File: src/common/vbc_pkg.sv
// Constants and types for band calibration control
package vbc_pkg;
    // Register offsets
    localparam logic [5:0] OFF_INT = 6'h03;
    localparam logic [5:0] OFF_FRAC = 6'h04;
    localparam logic [5:0] OFF_LINK = 6'h05;
    localparam logic [5:0] OFF_MODE = 6'h06;
    localparam logic [5:0] OFF_LOCK_CFG = 6'h07;
    localparam logic [5:0] OFF_CAL_CFG = 6'h0A;
    localparam logic [5:0] OFF_READBACK = 6'h10;

    // Field positions
    localparam int unsigned FRAC_MODE_BIT = 11;
    localparam int unsigned RELOCK_EN_BIT = 13;
    localparam int unsigned CAL_DIS_BIT = 11;
    localparam int unsigned CLK_SEL_LSB = 13;
    localparam int unsigned MEAS_EXP_LSB = 0;
    localparam int unsigned WAIT_K_LSB = 6;

    // Values after reset
    localparam logic [23:0] RST_INT = 24'h00_0000;
    localparam logic [23:0] RST_FRAC = 24'h00_0000;
    localparam logic [23:0] RST_LINK = 24'h00_0000;
    localparam logic [23:0] RST_MODE = 24'h00_0000;
    localparam logic [23:0] RST_LOCK_CFG = 24'h00_0000;
    localparam logic [23:0] RST_CAL_CFG = 24'h00_0000;
    localparam logic [7:0] RST_SWITCH = 8'h00;

    // Link word: id [2:0], register [6:3], data [15:7]
    localparam int unsigned LINK_BITS = 16;
    localparam int unsigned LINK_ADDR_LSB = 3;
    localparam int unsigned LINK_DATA_LSB = 7;
    localparam int unsigned SW_W = 8;
    localparam logic [3:0] SUB_REG_DIVIDER = 4'h2;
    localparam logic [3:0] SUB_REG_CONFIG = 4'h3;
    localparam logic [5:0] RST_DIV_RATIO = 6'h01;

    // Serial clock ratio per select code
    localparam logic [5:0] CLK_RATIO_0 = 6'h01;
    localparam logic [5:0] CLK_RATIO_1 = 6'h04;
    localparam logic [5:0] CLK_RATIO_2 = 6'h10;
    localparam logic [5:0] CLK_RATIO_3 = 6'h20;

    // Wait unit in ticks
    localparam logic [8:0] WAIT_UNIT = 9'h064;

    typedef enum logic [1:0] {
        VBC_FUNDAMENTAL,
        VBC_DIVIDED,
        VBC_DOUBLED
    } vbc_out_mode_t;
endpackage

File: src/rtl/vbc_cal_ctrl.sv
// Band calibration control: registers, search and link
//
// How it works
// - Three output modes.
// - Calibration picks sub-band.
// - Host may drive switches via link.
// - Hold mid-point, measure, search.
// - One pass per request.
// - Calibration keeps link address.
// - Recalibrate once on unlock.
// - Chosen switches readable.
// - Manual link writes wait for a running calibration.
// - Disabled: link writes forwarded at once.
// - Link: sixteen serial clocks.
// - Serial clock is reference over 1/4/16/32.
// - Fraction write in fractional mode: calibrate, load modulator.
// - Disabled: fraction loads at once.
// - Integer write in integer mode: calibrate, load prescaler.
// - Disabled: integer loads at once.
// - Same-value rewrite recalibrates.
`timescale 1ns/100ps
module vbc_cal_ctrl (
    input wire logic i_core_clk,
    input wire logic i_rst,
    input wire logic i_reg_wr_en,
    input wire logic i_reg_rd_en,
    input wire logic [5:0] i_reg_addr,
    input wire logic [23:0] i_reg_wdata,
    output logic [23:0] o_reg_rdata,
    input wire logic i_lock_detect,
    input wire logic i_meas_done,
    input wire logic [31:0] i_meas_count,
    output logic o_meas_start,
    output logic [2:0] o_meas_exp,
    output logic o_tune_hold_mid,
    output logic o_cal_busy,
    output logic [23:0] o_prescaler_int,
    output logic [23:0] o_modulator_frac,
    output logic o_freq_load,
    output logic o_link_sck,
    output logic o_link_sdo,
    output logic o_link_frame,
    output logic [1:0] o_out_mode,
    output logic [5:0] o_out_div_ratio
);
    typedef enum logic [2:0] {
        ST_IDLE,
        ST_CAL_SEND,
        ST_CAL_WAIT,
        ST_CAL_MEAS,
        ST_CAL_FINAL,
        ST_CAL_LOAD,
        ST_HOST_SEND
    } vbc_state_t;

    vbc_state_t state_q;

    logic [23:0] int_q;
    logic [23:0] frac_q;
    logic [23:0] link_q;
    logic [23:0] mode_q;
    logic [23:0] lock_cfg_q;
    logic [23:0] cal_cfg_q;
    logic [7:0] readback_q;
    logic [7:0] sw_q;
    logic [2:0] idx_q;
    logic [8:0] wait_q;
    logic cal_req_q;
    logic host_link_q;
    logic retry_used_q;
    logic armed_q;
    logic lock_meta_q;
    logic lock_sync_q;
    logic lock_prev_q;
    logic link_start_q;
    logic [15:0] link_word_q;
    logic [5:0] div_ratio_q;
    logic doubler_q;

    logic tick;
    logic link_busy;
    logic link_done;
    logic cal_dis;
    logic frac_mode;
    logic wr_int;
    logic wr_frac;
    logic wr_link;
    logic freq_trigger;
    logic lock_lost;
    logic relock_go;
    logic [7:0] trial;
    logic [7:0] kept;
    logic [47:0] n_full;
    logic [55:0] n_scaled;
    logic [31:0] target;

    // Switch into data field, address and id kept
    function automatic logic [15:0] with_switch(input logic [23:0] word, input logic [7:0] sw);
        logic [15:0] w;
        w = word[15:0];
        w[vbc_pkg::LINK_DATA_LSB +: vbc_pkg::SW_W] = sw;
        return w;
    endfunction

    assign cal_dis = cal_cfg_q[vbc_pkg::CAL_DIS_BIT];
    assign frac_mode = mode_q[vbc_pkg::FRAC_MODE_BIT];
    assign wr_int = i_reg_wr_en && (i_reg_addr == vbc_pkg::OFF_INT);
    assign wr_frac = i_reg_wr_en && (i_reg_addr == vbc_pkg::OFF_FRAC);
    assign wr_link = i_reg_wr_en && (i_reg_addr == vbc_pkg::OFF_LINK);
    // Rewrites trigger too
    assign freq_trigger = !cal_dis && ((wr_frac && frac_mode) || (wr_int && !frac_mode));
    assign lock_lost = lock_prev_q && !lock_sync_q;
    assign relock_go = lock_cfg_q[vbc_pkg::RELOCK_EN_BIT] && lock_lost && armed_q && !retry_used_q
        && !cal_dis;
    assign trial = sw_q | (8'h01 << idx_q);
    // More capacitance, lower frequency: keep the bit while the count is high
    assign kept = (i_meas_count > target) ? trial : sw_q;
    assign o_meas_exp = cal_cfg_q[vbc_pkg::MEAS_EXP_LSB +: 3];

    // Target count: floor(N * 2^n)
    assign n_full = {int_q, frac_q};
    assign n_scaled = {8'h00, n_full} << o_meas_exp;
    assign target = n_scaled[55:24];

    vbc_tick_div u_tick_div (
        .i_core_clk(i_core_clk),
        .i_rst(i_rst),
        .i_sel(cal_cfg_q[vbc_pkg::CLK_SEL_LSB +: 2]),
        .o_tick(tick)
    );

    vbc_link_ser u_link_ser (
        .i_core_clk(i_core_clk),
        .i_rst(i_rst),
        .i_tick(tick),
        .i_start(link_start_q),
        .i_word(link_word_q),
        .o_busy(link_busy),
        .o_done(link_done),
        .o_sck(o_link_sck),
        .o_sdo(o_link_sdo)
    );

    assign o_link_frame = link_busy;

    // Lock detect is asynchronous: two flops first
    always_ff @(posedge i_core_clk) begin
        if (i_rst) begin
            lock_meta_q <= 1'b0;
            lock_sync_q <= 1'b0;
            lock_prev_q <= 1'b0;
        end else begin
            lock_meta_q <= i_lock_detect;
            lock_sync_q <= lock_meta_q;
            lock_prev_q <= lock_sync_q;
        end
    end

    // Host register writes
    always_ff @(posedge i_core_clk) begin
        if (i_rst) begin
            int_q <= vbc_pkg::RST_INT;
            frac_q <= vbc_pkg::RST_FRAC;
            link_q <= vbc_pkg::RST_LINK;
            mode_q <= vbc_pkg::RST_MODE;
            lock_cfg_q <= vbc_pkg::RST_LOCK_CFG;
            cal_cfg_q <= vbc_pkg::RST_CAL_CFG;
        end else if (i_reg_wr_en) begin
            case (i_reg_addr)
                vbc_pkg::OFF_INT: int_q <= i_reg_wdata;
                vbc_pkg::OFF_FRAC: frac_q <= i_reg_wdata;
                vbc_pkg::OFF_LINK: link_q <= i_reg_wdata;
                vbc_pkg::OFF_MODE: mode_q <= i_reg_wdata;
                vbc_pkg::OFF_LOCK_CFG: lock_cfg_q <= i_reg_wdata;
                vbc_pkg::OFF_CAL_CFG: cal_cfg_q <= i_reg_wdata;
                default: ;
            endcase
        end
    end

    // Register reads
    always_ff @(posedge i_core_clk) begin
        if (i_rst) begin
            o_reg_rdata <= 24'h00_0000;
        end else if (i_reg_rd_en) begin
            case (i_reg_addr)
                vbc_pkg::OFF_INT: o_reg_rdata <= int_q;
                vbc_pkg::OFF_FRAC: o_reg_rdata <= frac_q;
                vbc_pkg::OFF_LINK: o_reg_rdata <= link_q;
                vbc_pkg::OFF_MODE: o_reg_rdata <= mode_q;
                vbc_pkg::OFF_LOCK_CFG: o_reg_rdata <= lock_cfg_q;
                vbc_pkg::OFF_CAL_CFG: o_reg_rdata <= cal_cfg_q;
                vbc_pkg::OFF_READBACK: o_reg_rdata <= {16'h0000, readback_q};
                default: o_reg_rdata <= 24'h00_0000;
            endcase
        end
    end

    // Pending requests; a new request beats the clear
    always_ff @(posedge i_core_clk) begin
        if (i_rst) begin
            cal_req_q <= 1'b0;
            host_link_q <= 1'b0;
        end else begin
            if (freq_trigger || relock_go) begin
                cal_req_q <= 1'b1;
            end else if (state_q == ST_IDLE) begin
                cal_req_q <= 1'b0;
            end
            if (wr_link) begin
                host_link_q <= 1'b1;
            end else if (state_q == ST_IDLE && !cal_req_q) begin
                host_link_q <= 1'b0;
            end
        end
    end

    // One retry per request
    always_ff @(posedge i_core_clk) begin
        if (i_rst) begin
            retry_used_q <= 1'b0;
        end else if (freq_trigger) begin
            retry_used_q <= 1'b0;
        end else if (relock_go) begin
            retry_used_q <= 1'b1;
        end
    end

    // Calibration and link sequencing
    always_ff @(posedge i_core_clk) begin
        if (i_rst) begin
            state_q <= ST_IDLE;
            sw_q <= vbc_pkg::RST_SWITCH;
            idx_q <= 3'd7;
            wait_q <= 9'h000;
            link_start_q <= 1'b0;
            link_word_q <= 16'h0000;
            o_meas_start <= 1'b0;
            readback_q <= vbc_pkg::RST_SWITCH;
            armed_q <= 1'b0;
        end else begin
            link_start_q <= 1'b0;
            o_meas_start <= 1'b0;
            case (state_q)
                ST_IDLE: begin
                    if (cal_req_q) begin
                        sw_q <= vbc_pkg::RST_SWITCH;
                        idx_q <= 3'd7;
                        armed_q <= 1'b0;
                        link_word_q <= with_switch(link_q, 8'h80);
                        link_start_q <= 1'b1;
                        state_q <= ST_CAL_SEND;
                    end else if (host_link_q) begin
                        link_word_q <= link_q[15:0];
                        link_start_q <= 1'b1;
                        state_q <= ST_HOST_SEND;
                    end
                end
                ST_CAL_SEND: begin
                    if (link_done) begin
                        wait_q <= 9'(cal_cfg_q[vbc_pkg::WAIT_K_LSB +: 2] * vbc_pkg::WAIT_UNIT);
                        state_q <= ST_CAL_WAIT;
                    end
                end
                ST_CAL_WAIT: begin
                    if (wait_q == 9'h000) begin
                        o_meas_start <= 1'b1;
                        state_q <= ST_CAL_MEAS;
                    end else if (tick) begin
                        wait_q <= wait_q - 9'h001;
                    end
                end
                ST_CAL_MEAS: begin
                    if (i_meas_done) begin
                        sw_q <= kept;
                        link_start_q <= 1'b1;
                        if (idx_q == 3'd0) begin
                            link_word_q <= with_switch(link_q, kept);
                            state_q <= ST_CAL_FINAL;
                        end else begin
                            idx_q <= idx_q - 3'd1;
                            link_word_q <= with_switch(link_q, kept | (8'h01 << (idx_q - 3'd1)));
                            state_q <= ST_CAL_SEND;
                        end
                    end
                end
                ST_CAL_FINAL: begin
                    if (link_done) begin
                        state_q <= ST_CAL_LOAD;
                    end
                end
                ST_CAL_LOAD: begin
                    readback_q <= sw_q;
                    armed_q <= 1'b1;
                    state_q <= ST_IDLE;
                end
                ST_HOST_SEND: begin
                    if (link_done) begin
                        state_q <= ST_IDLE;
                    end
                end
                default: state_q <= ST_IDLE;
            endcase
        end
    end

    assign o_cal_busy = (state_q != ST_IDLE) && (state_q != ST_HOST_SEND);
    assign o_tune_hold_mid = o_cal_busy;

    // Prescaler and modulator words
    always_ff @(posedge i_core_clk) begin
        if (i_rst) begin
            o_prescaler_int <= vbc_pkg::RST_INT;
            o_modulator_frac <= vbc_pkg::RST_FRAC;
            o_freq_load <= 1'b0;
        end else begin
            o_freq_load <= 1'b0;
            if (state_q == ST_CAL_LOAD) begin
                o_prescaler_int <= int_q;
                o_modulator_frac <= frac_q;
                o_freq_load <= 1'b1;
            end else if (cal_dis && wr_int) begin
                o_prescaler_int <= i_reg_wdata;
                o_freq_load <= 1'b1;
            end else if (cal_dis && wr_frac) begin
                o_modulator_frac <= i_reg_wdata;
                o_freq_load <= 1'b1;
            end
        end
    end

    // Output mode tracks divider and config words sent
    always_ff @(posedge i_core_clk) begin
        if (i_rst) begin
            div_ratio_q <= vbc_pkg::RST_DIV_RATIO;
            doubler_q <= 1'b0;
        end else if (link_done) begin
            if (link_word_q[vbc_pkg::LINK_ADDR_LSB +: 4] == vbc_pkg::SUB_REG_DIVIDER) begin
                // Odd ratios above one round down
                if (link_word_q[vbc_pkg::LINK_DATA_LSB +: 6] > 6'h01) begin
                    div_ratio_q <= {link_word_q[vbc_pkg::LINK_DATA_LSB + 1 +: 5], 1'b0};
                end else begin
                    div_ratio_q <= vbc_pkg::RST_DIV_RATIO;
                end
            end else if (link_word_q[vbc_pkg::LINK_ADDR_LSB +: 4] == vbc_pkg::SUB_REG_CONFIG) begin
                doubler_q <= link_word_q[vbc_pkg::LINK_DATA_LSB];
            end
        end
    end

    always_comb begin
        if (doubler_q) begin
            o_out_mode = vbc_pkg::VBC_DOUBLED;
        end else if (div_ratio_q != vbc_pkg::RST_DIV_RATIO) begin
            o_out_mode = vbc_pkg::VBC_DIVIDED;
        end else begin
            o_out_mode = vbc_pkg::VBC_FUNDAMENTAL;
        end
    end

    assign o_out_div_ratio = div_ratio_q;
endmodule

File: src/rtl/vbc_link_ser.sv
// Shifts a 16-bit word out, one bit per tick
`timescale 1ns/100ps
module vbc_link_ser (
    input wire logic i_core_clk,
    input wire logic i_rst,
    input wire logic i_tick,
    input wire logic i_start,
    input wire logic [15:0] i_word,
    output logic o_busy,
    output logic o_done,
    output logic o_sck,
    output logic o_sdo
);
    logic [15:0] shift_q;
    logic [3:0] cnt_q;

    always_ff @(posedge i_core_clk) begin
        if (i_rst) begin
            shift_q <= 16'h0000;
            cnt_q <= 4'h0;
            o_busy <= 1'b0;
            o_done <= 1'b0;
        end else begin
            o_done <= 1'b0;
            if (i_start && !o_busy) begin
                shift_q <= i_word;
                cnt_q <= 4'h0;
                o_busy <= 1'b1;
            end else if (o_busy && i_tick) begin
                shift_q <= {shift_q[14:0], 1'b0};
                cnt_q <= cnt_q + 4'h1;
                if (cnt_q == 4'hF) begin
                    o_busy <= 1'b0;
                    o_done <= 1'b1;
                end
            end
        end
    end

    assign o_sdo = shift_q[15];
    assign o_sck = o_busy & i_tick;
endmodule

File: src/rtl/vbc_tick_div.sv
// Divides the reference clock into tick pulses
`timescale 1ns/100ps
module vbc_tick_div (
    input wire logic i_core_clk,
    input wire logic i_rst,
    input wire logic [1:0] i_sel,
    output logic o_tick
);
    logic [5:0] ratio;
    logic [5:0] cnt_q;

    always_comb begin
        case (i_sel)
            2'd0: ratio = vbc_pkg::CLK_RATIO_0;
            2'd1: ratio = vbc_pkg::CLK_RATIO_1;
            2'd2: ratio = vbc_pkg::CLK_RATIO_2;
            default: ratio = vbc_pkg::CLK_RATIO_3;
        endcase
    end

    always_ff @(posedge i_core_clk) begin
        if (i_rst) begin
            cnt_q <= 6'h00;
            o_tick <= 1'b0;
        end else if (cnt_q >= ratio - 6'h01) begin
            cnt_q <= 6'h00;
            o_tick <= 1'b1;
        end else begin
            cnt_q <= cnt_q + 6'h01;
            o_tick <= 1'b0;
        end
    end
endmodule

File: config.mk
export PLATFORM = sky130hd
export DESIGN_NAME = vbc_cal_ctrl
export DESIGN_NICKNAME = d
export VERILOG_FILES = /design/src/common/vbc_pkg.sv /design/src/rtl/vbc_cal_ctrl.sv /design/src/rtl/vbc_link_ser.sv /design/src/rtl/vbc_tick_div.sv
export SDC_FILE = /design/constraint.sdc
export NUM_CORES = 1
export LEC_CHECK = 0
export CAP_MARGIN = 20
export CORE_MARGIN = 4
export CORE_UTILIZATION = 55
export DETAILED_ROUTE_END_ITERATION = 8
export DONT_BUFFER_PORTS = 1
export PLACE_DENSITY = 0.81
export SYNTH_ARGS = -nofsm -noshare
export SYNTH_HDL_FRONTEND = slang
export SYNTH_HIERARCHICAL = 1
export SYNTH_SLANG_ARGS = --single-unit
File: constraint.sdc
create_clock -name i_core_clk -period 9.5 [get_ports i_core_clk]
set_input_delay 0.95 -clock i_core_clk [delete_from_list [all_inputs] [get_ports i_core_clk]]
set_output_delay 0.95 -clock i_core_clk [all_outputs]
set_load 0.005 [all_outputs]
==> metrics.yaml <==
power_and_ir_drop:
  total_leakage_power_nw: 5.241
  p_sw_share_pct: 24.42
  vdd_drop_max_mv: 0.1340
  netSwitchingPower_uw: 691.3
  clkPwrFrac_pct: 43.5
  power_frac_comb_pct: 7.8
  power_per_cell_area_mw_per_mm2: 177.9
  internal_power_mw: 2.139
  seqPwrFrac_pct: 48.8
cts:
  clock_path_buffers: 3
  numCtsBuffers: 31
  clock_tree_from_tritoncts: "done"
  worst_skew_pair.late_latency_ps: 560
  clk_transition_reported_paths_ps: 60
  ctsRootBufferMaster: "clkbuf_16"
  cts.sinks: 309
  postCtsSetupRepairBufs: 0
  cts_max_level: 1
  number_of_hold_buffers_added_after_cts: 0
  cts_resized: 0
synth:
  syn-cell-area_mm2: 0.01503
  synth.yosys.seq_area_share_pct: 41.16
  synthFlopType: "dfxtp_1"
  post_synth_edffs: 0
  synth-warning-count: 6
  ys_seq_elements: 309
  synth_most_common_cell: "nand2_1"
  synth.net_count: 1942
  post_synth_top_cells: "nand2_1 (361), dfxtp_1 (309), a21oi_1 (243)"
  synth-async-reset-ratio_pct: 0
  post-synth-top-area-cell: "dfxtp_1"
  netlist_instances: 1825
  post_synth_num_cell_types: 79
  synth_top_cell_area_share_pct: 41.16
  synthTopCellsByArea: "dfxtp_1 (41%), nand2_1 (9.0%), a21oi_1 (8.1%), mux2i_1 (5.8%), ha_1 (4.1%)"
  postSynthAreaPerCell_um2: 8.236
timing:
  relative_slew_slack_pct: 23.39
  finalWorstPathRequiredPeriod_ps: 4207
  slew_limit_fails: 0
  fmax_mhz: 237.7
  rsz0062_at_grt: "false"
  final_min_period_over_clock_period_pct: 44.28
  timing_hold_violations_final: 0
  final_count_of_negative_setup_slack_endpoints: 0
  fin_worst_skew_ps: 16.92
  tightestPinTransition_ps: 1146
  setup-tns-final_ps: 0
routing:
  drt.antenna.violating_nets: 0
  wl_um: 46030
  route.detailed.vias_per_inst: 6.579
  drc_marker_count_from_the_first_detailed_route_iteration: 1944
  dr_total_vias: 13600
  detail_route.first_pass.iterations: 8
  wl_per_cell_um: 22.27
  remaining_drc_errors: 0
grt:
  largest_net_degree_at_the_start_of_global_routing: 296
  initial_antenna_violation_count: 1
  grt_overflow_total: 0
  grt.total_usage_pct: 28.77
  grt_first_pass_wirelength_um: 70970
  first_global_vias: 12450
min_path:
  worst_hold_path.endpoint: "mode_q[12]"
  timing.hold.worst.class: "register to register"
  min_delay_startpoint: "mode_q[12]"
  hold_path_depth: 2
die:
  die_x_um: 173.3
  io-pin-count: 158
  floorplan.initialDensity_pct: 55.77
  rows: 60
  dieHeight_um: 173.3
  die-area_mm2: 0.03004
  core_mm2: 0.02695
worst_setup_path:
  cp.required_ps: 9950
  worstRegToRegCells: 11
  worst_r2r_endpoint: "sw_q[5]"
  regToRegStartpoint: "cal_cfg_q[1]"
  arrival_time_of_data_at_the_critical_path_endpoint_ps: 4650
  startpoint_type: "register"
  cp_max_fo: 38
  criticalPathCategory: "register to register"
  worst_setup_path_end_kind: "register"
  slack_of_the_worst_reg_to_reg_path_ps: 5290
final_layout:
  finish.net_count: 1823
  antennaDiodeCount: 0
  final_core_util_pct: 59.03
  proportion_of_layout_cells_with_a_drive_suffix_above_1_pct: 6.373
  final.fill_count: 2294
  syn_to_final_growth_pct: 5.844
placement:
  placement.io_buffers: 0
  routabilityCongestion: 0.9364
  detailedPlacementHpwl_um: 30360
status:
  outcome: "finished clean"
flow_run:
  timing.max_cap.violations: 0
## how the worst max path moves through the flow
stage | from | slack (ps) | to | cells after the start
after global placement | cal_cfg_q[1] | 5380 | sw_q[0] | 11
after detailed placement | cal_cfg_q[1] | 5290 | sw_q[0] | 11
after global routing | cal_cfg_q[1] | 4950 | sw_q[0] | 11
final | cal_cfg_q[1] | 5290 | sw_q[5] | 11
after floorplan | cal_cfg_q[1] | 5960 | sw_q[0] | 12
after CTS | cal_cfg_q[1] | 5280 | sw_q[0] | 11
## flip-flops by register name (all words and copies together) (netlist names), 3 cells and up
name and flops:
cal_cfg_q 24, frac_q 24, int_q 24, link_q 24
lock_cfg_q 24, mode_q 24, o_modulator_frac 24, o_prescaler_int 24
o_reg_rdata 24, link_word_q 16, u_link_ser/shift_q 16, wait_q 9
readback_q 8, sw_q 8, o_out_div_ratio 6, u_tick_div/cnt_q 6
u_link_ser/cnt_q 4, idx_q 3, state_q 3
## cells in the final DEF (no fill, tap or decap), types with 11 or more instances in the layout
cell type,count
a22oi_1,78
nor2_1,108
nand2b_1,12
ha_1,49
mux2i_1,87
nor3_1,16
a211oi_1,33
nand4_1,11
nand2_1,360
a311oi_1,24
a31oi_1,34
clkbuf_16,31
buf_4,13
nor2b_1,14
a21oi_1,243
dfxtp_1,306
mux4_2,13
inv_1,24
nand3_1,86
o21ai_0,25
## through the flow
step	instances	area, um2	worst slack (ps)	hold slack (ps)	total power, mW
floorplan	1825	15030	5963	413.8	1.600
global route	2067	15910	4949	463.3	2.923
global placement	2012	14840	5384	438.8	1.612
detailed placement	2012	14840	5293	443.5	1.621
CTS	2065	15850	5284	451.9	2.835
finish	2067	15910	5293	455.2	2.831
## final cells by class
| cell class | instances | area (um2) | area share [%] |
|---|---|---|---|
| Sequential cell | 309 | 6190 | 38.91 |
| Timing Repair Buffer | 15 | 152.6 | 0.9595 |
| Inverter | 25 | 93.84 | 0.5899 |
| Multi-Input combinational cell | 1324 | 8035 | 50.51 |
| Tap cell | 341 | 426.7 | 2.682 |
| Clock buffer | 44 | 884.6 | 5.560 |
| Clock inverter | 9 | 126.4 | 0.7943 |
## critical path: stages (launching register included)
cell and delay (ps):
dfxtp_2 920, mux2_2 420, nor2_1 90, a21oi_1 70, mux2i_1 190, ha_1 270
a21oi_1 150, o21ai_0 90, a2111oi_0 760, a21boi_0 460, o21a_1 390, a41o_1 270
## power groups by stage
| stage | logic [mW] | clock network [mW] | registers [mW] |
|---|---|---|---|
| detailed placement | 0.214 | 0 | 1.41 |
| finish | 0.220 | 1.23 | 1.38 |
| global route | 0.246 | 1.29 | 1.39 |
| floorplan | 0.226 | 0 | 1.37 |
| CTS | 0.216 | 1.24 | 1.38 |
| global placement | 0.206 | 0 | 1.41 |
## routing by layer
layer	vias to the layer above	part of all wire, %	GRT usage, %
met1	6465	38	37.69
li1	6246	-	-
met3	119	12	8.528
met4	2	4.6	11.94
met5	-	0.028	0
met2	766	45	44.57
## cell families after synthesis
group	synth area share, %
compound gates	20.75
xor+xnor	0.5244
fa+ha+maj	4.079
buf+inv	5.569
flops	41.16
mux	8.041
other cells	0.02495
simple gates	19.85
Note: power is estimated with default switching activity, not from simulation.
